==> src/cfs_pkg.sv <==
// Purpose: Shared constants and types for the charger fault and status registers
// Assumes: Single 250 MHz clock, synchronous active-high reset
// Notes: Offsets are the printed register addresses
//
// Notes on behaviour
// - Watchdog fault bit reads one after watchdog expiry, zero otherwise.
// - Boost fault bit set by OTG overload, bus overvoltage or low battery.
// - Charge fault code: 00 normal, 01 input, 10 thermal, 11 timer.
// - Battery fault bit follows battery overvoltage detection.
// - Temperature zone: 010 warm, 011 cool, 101 cold, 110 hot.
// - Temperature zone tracks live condition; reading never clears it.
// - Input good bit is one while a good source is attached.
// - Voltage regulation status bit follows input voltage regulation activity.
// - Current regulation status bit follows input current regulation activity.
// - Top-off bit is one while the top-off timer counts.
// - Adapter overvoltage bit follows input overvoltage detection.
// - Voltage regulation mask zero passes pulse, one blocks it; resets zero.
// - Current regulation mask zero passes pulse, one blocks it; resets zero.
// - Writing one to reset bit restores defaults and restarts safety timer.
// - Reset bit clears itself once the register reset completes.
package cfs_pkg;

  localparam logic [7:0] CFS_ADDR_FAULT = 8'h09;
  localparam logic [7:0] CFS_ADDR_INPUT = 8'h0a;
  localparam logic [7:0] CFS_ADDR_PART = 8'h0b;

  // Field positions
  localparam int CFS_BIT_WDOG = 7;
  localparam int CFS_BIT_BOOST = 6;
  localparam int CFS_BIT_BATT = 3;
  localparam int CFS_BIT_GOOD = 7;
  localparam int CFS_BIT_VREG = 6;
  localparam int CFS_BIT_CREG = 5;
  localparam int CFS_BIT_TOPOFF = 3;
  localparam int CFS_BIT_ADAPTER_OVERVOLTAGE = 2;
  localparam int CFS_BIT_VMASK = 1;
  localparam int CFS_BIT_CMASK = 0;
  localparam int CFS_BIT_REGRST = 7;

  // Charge fault encodings
  localparam logic [1:0] CFS_CHG_NORMAL = 2'h0;
  localparam logic [1:0] CFS_CHG_INPUT = 2'h1;
  localparam logic [1:0] CFS_CHG_THERMAL = 2'h2;
  localparam logic [1:0] CFS_CHG_TIMER = 2'h3;

  // Temperature zone encodings
  localparam logic [2:0] CFS_ZONE_WARM = 3'h2;
  localparam logic [2:0] CFS_ZONE_COOL = 3'h3;
  localparam logic [2:0] CFS_ZONE_COLD = 3'h5;
  localparam logic [2:0] CFS_ZONE_HOT = 3'h6;

  // Reset values and synchroniser width
  localparam logic CFS_MASK_RST = 1'h0;
  localparam logic [7:0] CFS_RDATA_RST = 8'h00;
  localparam int CFS_SYNC_W = 16;

  // Live conditions from the analog side, asynchronous to clk_i
  typedef struct packed {
    logic watchdog_expired;
    logic otg_overload;
    logic bus_overvoltage;
    logic battery_too_low;
    logic input_fault;
    logic thermal_shutdown;
    logic safety_timer_expired;
    logic battery_overvoltage;
    logic [2:0] temperature_zone_code;
    logic input_good_flag;
    logic input_voltage_regulating;
    logic input_current_regulating;
    logic topoff_counting_flag;
    logic adapter_overvoltage;
  } cfs_cond_t;

  typedef struct packed {
    logic wr;
    logic rd;
    logic [7:0] addr;
    logic [7:0] wdata;
  } cfs_req_t;

  typedef enum logic {
    CFS_ST_IDLE = 1'b0,
    CFS_ST_RESET = 1'b1
  } cfs_state_t;

endpackage

==> src/cfs_regs.sv <==
// Purpose: Fault, input status and part information register group
// Assumes: Serial bus slave outside presents one-cycle read and write strobes
// Notes: Read data is registered one cycle after the read strobe
module cfs_regs
  import cfs_pkg::*;
#(
  parameter logic [3:0] PART_ID = 4'h9,   // Arbitrary value
  parameter logic VARIANT_BIT = 1'h0,     // Arbitrary value
  parameter logic [1:0] REVISION = 2'h0   // Arbitrary value
) (
  input wire logic clk_i,
  input wire logic sys_rst_i,
  input wire cfs_cond_t cond_i,
  input wire cfs_req_t req_i,
  output logic [7:0] reg_rdata_o,
  output logic voltage_reg_irq_pulse_o,
  output logic current_reg_irq_pulse_o,
  output logic reg_reset_pulse_o,
  output logic safety_timer_restart_o
);

  ////////////////////////////////////////////////////////////////////////////
  // Synchronised live conditions

  cfs_cond_t sy;

  cfs_sync #(
    .WIDTH(CFS_SYNC_W)
  ) u_sync (
    .clk_i(clk_i),
    .sys_rst_i(sys_rst_i),
    .async_i(cond_i),
    .sync_o(sy)
  );

  ////////////////////////////////////////////////////////////////////////////
  // Read views of each register

  logic [1:0] chg_code;
  logic [7:0] fault_byte;
  logic [7:0] input_byte;
  logic [7:0] part_byte;

  typedef struct packed {
    cfs_state_t state;
    logic vmask;
    logic cmask;
    logic regrst;
    logic vreg_prev;
    logic creg_prev;
    logic [7:0] rdata;
    logic vpulse;
    logic cpulse;
    logic rst_pulse;
    logic timer_pulse;
  } cfs_regs_st_t;

  cfs_regs_st_t st_ff;
  cfs_regs_st_t nxt_st;

  // charge fault encode
  // Thermal shutdown outranks timer, timer outranks input fault
  always_comb begin
    if (sy.thermal_shutdown) begin
      chg_code = CFS_CHG_THERMAL;
    end else if (sy.safety_timer_expired) begin
      chg_code = CFS_CHG_TIMER;
    end else if (sy.input_fault) begin
      chg_code = CFS_CHG_INPUT;
    end else begin
      chg_code = CFS_CHG_NORMAL;
    end
  end

  always_comb begin
    fault_byte = 8'h00;
    fault_byte[CFS_BIT_WDOG] = sy.watchdog_expired;
    fault_byte[CFS_BIT_BOOST] = sy.otg_overload | sy.bus_overvoltage | sy.battery_too_low;
    fault_byte[5:4] = chg_code;
    fault_byte[CFS_BIT_BATT] = sy.battery_overvoltage;
    fault_byte[2:0] = sy.temperature_zone_code;
  end

  always_comb begin
    input_byte = 8'h00;
    input_byte[CFS_BIT_GOOD] = sy.input_good_flag;
    input_byte[CFS_BIT_VREG] = sy.input_voltage_regulating;
    input_byte[CFS_BIT_CREG] = sy.input_current_regulating;
    input_byte[CFS_BIT_TOPOFF] = sy.topoff_counting_flag;
    input_byte[CFS_BIT_ADAPTER_OVERVOLTAGE] = sy.adapter_overvoltage;
    input_byte[CFS_BIT_VMASK] = st_ff.vmask;
    input_byte[CFS_BIT_CMASK] = st_ff.cmask;
  end

  always_comb begin
    part_byte = {st_ff.regrst, PART_ID, VARIANT_BIT, REVISION};
  end

  ////////////////////////////////////////////////////////////////////////////
  // Next state

  always_comb begin
    nxt_st = st_ff;
    nxt_st.vreg_prev = sy.input_voltage_regulating;
    nxt_st.creg_prev = sy.input_current_regulating;
    nxt_st.rst_pulse = 1'b0;
    nxt_st.timer_pulse = 1'b0;
    nxt_st.vpulse = sy.input_voltage_regulating & ~st_ff.vreg_prev & ~st_ff.vmask;
    nxt_st.cpulse = sy.input_current_regulating & ~st_ff.creg_prev & ~st_ff.cmask;

    if (req_i.rd) begin
      case (req_i.addr)
        CFS_ADDR_FAULT: begin
          nxt_st.rdata = fault_byte;
        end
        CFS_ADDR_INPUT: begin
          nxt_st.rdata = input_byte;
        end
        CFS_ADDR_PART: begin
          nxt_st.rdata = part_byte;
        end
        default: begin
          nxt_st.rdata = CFS_RDATA_RST;
        end
      endcase
    end

    // only mask and reset bits writable
    if (req_i.wr && req_i.addr == CFS_ADDR_INPUT) begin
      nxt_st.vmask = req_i.wdata[CFS_BIT_VMASK];
      nxt_st.cmask = req_i.wdata[CFS_BIT_CMASK];
    end

    case (st_ff.state)
      CFS_ST_IDLE: begin
        if (req_i.wr && req_i.addr == CFS_ADDR_PART && req_i.wdata[CFS_BIT_REGRST]) begin
          nxt_st.state = CFS_ST_RESET;
          nxt_st.regrst = 1'b1;
          nxt_st.vmask = CFS_MASK_RST;
          nxt_st.cmask = CFS_MASK_RST;
          nxt_st.rst_pulse = 1'b1;
          nxt_st.timer_pulse = 1'b1;
        end
      end
      CFS_ST_RESET: begin
        nxt_st.state = CFS_ST_IDLE;
        nxt_st.regrst = 1'b0;
      end
      default: begin
        nxt_st.state = CFS_ST_IDLE;
        nxt_st.regrst = 1'b0;
      end
    endcase
  end

  always_ff @(posedge clk_i) begin
    if (sys_rst_i) begin
      st_ff <= '0;
    end else begin
      st_ff <= nxt_st;
    end
  end

  assign reg_rdata_o = st_ff.rdata;
  assign voltage_reg_irq_pulse_o = st_ff.vpulse;
  assign current_reg_irq_pulse_o = st_ff.cpulse;
  assign reg_reset_pulse_o = st_ff.rst_pulse;
  assign safety_timer_restart_o = st_ff.timer_pulse;

  ////////////////////////////////////////////////////////////////////////////
  // Assertions

  logic rd_fault;
  logic rd_input;
  logic wr_rst;
  assign rd_fault = req_i.rd && req_i.addr == CFS_ADDR_FAULT;
  assign rd_input = req_i.rd && req_i.addr == CFS_ADDR_INPUT;
  assign wr_rst = req_i.wr && req_i.addr == CFS_ADDR_PART && req_i.wdata[CFS_BIT_REGRST]
    && st_ff.state == CFS_ST_IDLE;

  logic rd_part;
  logic rd_unmapped;
  logic wr_mask;
  assign rd_part = req_i.rd && req_i.addr == CFS_ADDR_PART;
  assign rd_unmapped = req_i.rd && req_i.addr != CFS_ADDR_FAULT
    && req_i.addr != CFS_ADDR_INPUT && req_i.addr != CFS_ADDR_PART;
  assign wr_mask = req_i.wr && req_i.addr == CFS_ADDR_INPUT;
endmodule // cfs_regs

==> src/cfs_sync.sv <==
// Purpose: Two-stage synchroniser for a vector of asynchronous levels
// Assumes: Each bit is an independent slow level
// Notes: Bits are not coherent with each other across a change
module cfs_sync #(
  parameter int WIDTH = 16
) (
  input wire logic clk_i,
  input wire logic sys_rst_i,
  input wire logic [WIDTH-1:0] async_i,
  output logic [WIDTH-1:0] sync_o
);

  logic [WIDTH-1:0] meta_ff;
  logic [WIDTH-1:0] sync_ff;

  for (genvar i = 0; i < WIDTH; i++) begin : g_bit
    always_ff @(posedge clk_i) begin
      if (sys_rst_i) begin
        meta_ff[i] <= 1'b0;
        sync_ff[i] <= 1'b0;
      end else begin
        meta_ff[i] <= async_i[i];
        sync_ff[i] <= meta_ff[i];
      end
    end
  end

  assign sync_o = sync_ff;

endmodule // cfs_sync
==> config.mk <==
export PLATFORM = sky130hd
export DESIGN_NAME = cfs_regs
export DESIGN_NICKNAME = d
export VERILOG_FILES = /design/src/cfs_pkg.sv /design/src/cfs_regs.sv /design/src/cfs_sync.sv
export SDC_FILE = /design/constraint.sdc
export NUM_CORES = 1
export LEC_CHECK = 0
export ABC_AREA = 1
export BUFFER_PORTS_ARGS = -buffer_cell sky130_fd_sc_hd__buf_2
export CAP_MARGIN = 25
export CORE_MARGIN = 2
export CORE_UTILIZATION = 45
export CTS_CLUSTER_DIAMETER = 80
export DETAILED_ROUTE_END_ITERATION = 7
export PLACE_DENSITY = 0.7
export SETUP_SLACK_MARGIN = 0.15
export SLEW_MARGIN = 0
export SYNTH_ARGS = -nofsm -noshare
export SYNTH_HDL_FRONTEND = slang
export SYNTH_SLANG_ARGS = --single-unit
==> constraint.sdc <==
create_clock -name clk_i -period 1.5 [get_ports clk_i]
set_input_delay 0.075 -clock clk_i [delete_from_list [all_inputs] [get_ports clk_i]]
set_output_delay 0.075 -clock clk_i [all_outputs]
set_load 0.05 [all_outputs]
==> flow_summary.ini, run 1 <==
[cts]
cts_tree = built
post-cts-setup-buffers = 0
clk_latency_ns = 0.29
cts.sinks = 48
numCtsBuffers = 5
cts.path.max_buffers = 2
clk_pin_slew_ns = 0.08
htreeDepth = 2
cts_root_buf = clkbuf_8

[cells_and_area]
final_cell_mix = dfxtp_1 (48), inv_1 (42), buf_2 (42)
multi_input_area_sq_um = 578
n_fill_cell = 357
num_antenna_cells = 0
layout_commonest_cell = dfxtp_1
drive_above_1_share_pct = 24.8
fin_cells = 324
regArea_sq_um = 961
post-route-util_pct = 57.0
syn2layout_area_growth_pct = 23.1
fin_nets = 309

[pwr]
total_power_mw = 2.28
vdd_drop_max_mv = 0.668
p_leak_nw = 1.15
power_density_nw_per_um2 = 1010

[sta]
finalHoldViolCount = 0
fin_tns_setup_ns = 0
max_freq_mhz = 990
hold_ws_ns = 0.0265
final.period_utilization_pct = 67.3
maxSlewHeadroom_pct = 73.0
rsz0062_at_grt = no
tightest_slew_ns = 0.406
slew_viol_final = 0
setup_viol = 0
period_needed_ns = 1.01
fin_skew_ns = 0.00665

[floorplanning]
initial_utilization_pct = 46.3
rows = 23
fp.coreArea_sq_um = 3940
die-area_sq_um = 4580
die_y_microns = 67.7
io_pins = 48
die_w_microns = 67.7

[logic_synthesis]
synth-main-ff-cell = dfxtp_1
avgSynthCellArea_sq_um = 8.22
synth_cells = 222
synth_cell_type_count = 21
synthAdderAreaFrac_pct = 0
async_reset_ff_share_pct = 0
ys_seq_elements = 48
yosys.area_share.simple_pct = 27.1
synth_compound_area_share_pct = 4.60
ys_seq_area_share_pct = 52.7
syn_nets = 258
yosys_warnings = 0
synth-edff-count = 0
synthXorXnorAreaFrac_pct = 0
yosys-mux-area-fraction_pct = 0
synth_top_family_by_area = simple AND/OR/NAND/NOR gates
syn-cell-area_sq_um = 1820

[global_routing]
grt_max_degree = 22
antenna_found_initial = 0
overflow = 0
grt_pass1_wl_microns = 4630
grt_pass1_vias = 1152
track_usage_pct = 13.7

[place]
placed_cells = 300
dp_hpwl_microns = 1990
gp_congestion = 0.790
io_buffers = 42

[setup_path]
critPathMaxStageDelay_ns = 0.37
crit_family = flip-flops
critPathBufInv = 1
cp_max_fo = 4
cp_cell_sequence = buf_2
crit_required_ns = 1.42
start_kind = flip-flop
cp.arrival_ns = 0.94
critPathKind = flip-flop to primary output
crit_path_end_kind = primary output
cp_slowest_cell = dfxtp_1

[route]
drc = 0
first_pass_iters = 4
wl_per_cell_microns = 8.46
ant_nets = 0
viasPerCell = 4.12
drt_iter0_markers = 55
vias = 1335
wirelength_microns = 2740

[run_status]
status = finished clean

[run]
cap_violations = 0

[hold_path]
min_path_type = primary input to flip-flop
[routing by layer]
layer	global-route usage (%)	vias to the layer above	share of wire, %
met3	4.00	7	7.1
met2	24.0	34	47
met1	14.7	548	44
met5	0	-	0
met4	7.65	0	2.1
li1	-	746	-
[cells in the mapped netlist, types with 2 or more instances]
cell type | number | area (sq um)
buf_4 | 9 | 67.6
buf_1 | 3 | 11.3
nand3_2 | 3 | 30.0
inv_1 | 42 | 158
nor2_8 | 3 | 60.1
a21oi_2 | 5 | 43.8
nor4_1 | 2 | 12.5
nand2_1 | 30 | 113
nand2_4 | 3 | 33.8
nand3_1 | 17 | 85.1
nor2_1 | 41 | 154
inv_2 | 3 | 11.3
a21oi_1 | 5 | 25.0
dfxtp_1 | 48 | 961
o21ai_1 | 2 | 10.0
[path summary, 6_finish.rpt]
| check | from | to | slack, ns | cells after the start |
|---|---|---|---|---|
| worst max-delay path | st_ff[17]$_SDFF_PP0_ | safety_timer_restart_o | 0.49 | 1 |
| worst min-delay path | req_i[1] | input_byte[1]$_SDFF_PP0_ | 0.03 | 3 |
| worst max register to register | u_sync.sync_o[10]$_SDFF_PP0_ | reg_rdata_o[5]$_SDFFE_PP0P_ | 0.51 | 5 |
| worst min register to register | u_sync.meta_ff[0]$_SDFF_PP0_ | u_sync.sync_o[0]$_SDFF_PP0_ | 0.39 | 2 |
[registers in the layout, summed over array words and instances, names as in the netlist]
| signal | cells |
|---|---|
| part_byte | 1 |
| input_byte | 2 |
| u_sync.sync_o | 16 |
| st_ff | 3 |
| reg_rdata_o | 8 |
| voltage_reg_irq_pulse_o | 1 |
| current_reg_irq_pulse_o | 1 |
| u_sync.meta_ff | 16 |
[repair_timing]
action / 4_1_cts / 5_1_grt
hold buffers: 16 / 0
resized for setup: 0 / 0
hold endpoints to repair: 16 / 0
[stage by stage]
step	instance area (sq um)	setup WS, ns
final	2250	0.490
after global routing	2250	0.432
after CTS	2250	0.475
after detailed placement	2000	0.485
after global placement	2000	0.494
after floorplan	1820	0.408
[logic make-up after synthesis]
kind of cell           Yosys count
AND/OR/NAND/NOR                100
buffers and inverters           61
AO/OA/AOI/OAI                   13
flip-flops                      48
[report_power, final]
part           internal, mW  total [mW]  switching, mW
clock                 0.376       0.751          0.375
combinational        0.0908       0.196          0.105
sequential             1.32        1.33         0.0119
total                  1.78        2.28          0.492
[final cells by class]
class                           instances  area share (%)
Multi-Input combinational cell        113            25.7
Tap cell                               50            2.79
Inverter                               45            7.52
Sequential cell                        48            42.8
Timing Repair Buffer                   60            17.2
Clock buffer                            8            4.01
No activity file was read; power rests on OpenSTA's default activity.
==> run 2, diff against run 1 <==
Settings changed: PLACE_DENSITY 0.7 to 0.73.
Clock period 1.5 ns to 0.8 ns, I/O delays scaled along.
==> flow_summary.ini, run 2 (synthesized netlist as in run 1, its figures left out) <==
[setup_path]
start_kind = flip-flop
cp_slowest_cell = dfxtp_4
crit_required_ns = 0.76
cp_cell_sequence = buf_6 -> buf_8
critPathMaxStageDelay_ns = 0.35
cp.arrival_ns = 0.91
cp_max_fo = 3
critPathKind = flip-flop to primary output
crit_path_end_kind = primary output
critPathBufInv = 2
crit_family = flip-flops

[sta]
final.period_utilization_pct = 118
period_needed_ns = 0.946
rsz0062_at_grt = yes
fin_tns_setup_ns = -0.894
finalHoldViolCount = 0
timing.final.ws_setup_ns = -0.146
max_freq_mhz = 1060
slew_viol_final = 0
maxSlewHeadroom_pct = 81.2
tightest_slew_ns = 0.282
setup_viol = 18
fin_skew_ns = 0.00679

[global_routing]
track_usage_pct = 15.8
overflow = 0
grt_pass1_wl_microns = 5330
grt_max_degree = 20
grt_pass1_vias = 1274
antenna_found_initial = 0

[pwr]
vdd_drop_max_mv = 1.09
power_density_nw_per_um2 = 1700
p_leak_nw = 1.27

[cells_and_area]
n_fill_cell = 307
fin_nets = 319
drive_above_1_share_pct = 48.6
final_cell_mix = nor2_1 (39), inv_1 (36), buf_2 (30)
post-route-util_pct = 69.2
syn2layout_area_growth_pct = 49.5
layout_commonest_cell = nor2_1
num_antenna_cells = 0

[hold_path]
min_path_type = primary input to flip-flop

[floorplanning]
fp.coreArea_sq_um = 3940
io_pins = 48
die_y_microns = 67.7
initial_utilization_pct = 46.3
die-area_sq_um = 4580
die_w_microns = 67.7
rows = 23

[cts]
clk_latency_ns = 0.30
numCtsBuffers = 5
cts.path.max_buffers = 2
cts_tree = built
clk_pin_slew_ns = 0.09
cts_root_buf = clkbuf_8
htreeDepth = 2
cts.sinks = 48

[route]
vias = 1413
viasPerCell = 4.23
wl_per_cell_microns = 9.64
drt_iter0_markers = 35
first_pass_iters = 4
wirelength_microns = 3220
ant_nets = 0
drc = 0

[run_status]
violations = setup timing
status = finished, violations left

[place]
dpl_worst_slack_ns = -0.211
gp_congestion = 0.857
dp_hpwl_microns = 2000
io_buffers = 42

[run]
cap_violations = 0
==> run 2: changes by cell type in the layout (fill, tap and decap cells not counted), moves of 6 or more <==
cell / before / now
nand2_2: 0 / 6
inv_1: 42 / 36
nand3_2: 3 / 18
buf_4: 2 / 8
nand3_1: 17 / 2
buf_8: 0 / 12
dfxtp_1: 48 / 24
buf_2: 42 / 30
nand2_1: 30 / 22
dfxtp_2: 0 / 21
==> run 2: path summary, 6_finish.rpt <==
check	from	end	slack (ns)	depth (start not counted)
hold reg to reg	u_sync.meta_ff[1]$_SDFF_PP0_	u_sync.sync_o[1]$_SDFF_PP0_	0.40	2
setup reg to reg	u_sync.sync_o[10]$_SDFF_PP0_	reg_rdata_o[5]$_SDFFE_PP0P_	-0.15	5
hold / removal	req_i[16]	reg_rdata_o[4]$_SDFFE_PP0P_	0.07	2
setup / recovery	st_ff[17]$_SDFF_PP0_	safety_timer_restart_o	-0.15	2
==> run 2: report_power, final <==
part	internal (mW)	switching (mW)	leakage, nW
clock	0.896	0.769	0.0596
sequential	2.46	0.0296	0.406
combinational	0.223	0.250	0.805
total	3.58	1.05	1.27
==> run 2: routing by layer <==
| layer | global-route usage, % | up-vias | share of wire, % |
|---|---|---|---|
| li1 | - | 768 | - |
| met5 | 0 | - | 0 |
| met4 | 4.59 | 0 | 0.28 |
| met2 | 28.9 | 36 | 54 |
| met1 | 17.0 | 607 | 42 |
| met3 | 5.33 | 2 | 4.3 |
==> run 2: metrics by stage <==
| stage | instances | total power [mW] | cell area, sq um | hold WS (ns) |
|---|---|---|---|---|
| 2_1_floorplan | 222 | 2.80 | 1970 | 0.147 |
| 3_3_place_gp | 304 | 2.92 | 2170 | 0.242 |
| 3_5_place_dp | 304 | 2.93 | 2170 | 0.245 |
| 4_1_cts | 333 | 4.65 | 2660 | 0.0352 |
| 5_1_grt | 334 | 4.83 | 2730 | 0.0799 |
| 6_report | 334 | 4.63 | 2730 | 0.0657 |
==> run 2: layout make-up <==
type,count,area (sq um),share of cell area [%]
multi-input cells,113,746,27.3
well taps,50,62.6,2.29
flip-flops and latches,48,998,36.6
inverters,45,203,7.43
clock inverters,1,8.76,0.321
repair buffers,70,602,22.1
clock buffers,7,108,3.94
==> run 2: what timing repair did <==
item | in CTS | in global routing
setup endpoints to repair | 26 | 26
setup buffers | 3 | 1
hold endpoints to repair | 18 | 0
pin swaps | 17 | 7
resized for setup | 60 | 22
hold buffers | 18 | 0
==> run 2: worst register-to-register path: stages, from the launching register on <==
cell	delay (ns)
dfxtp_2	0.32
or2_4	0.24
nand3_2	0.06
o21ai_1	0.06
nand2_1	0.09
a21oi_2	0.06
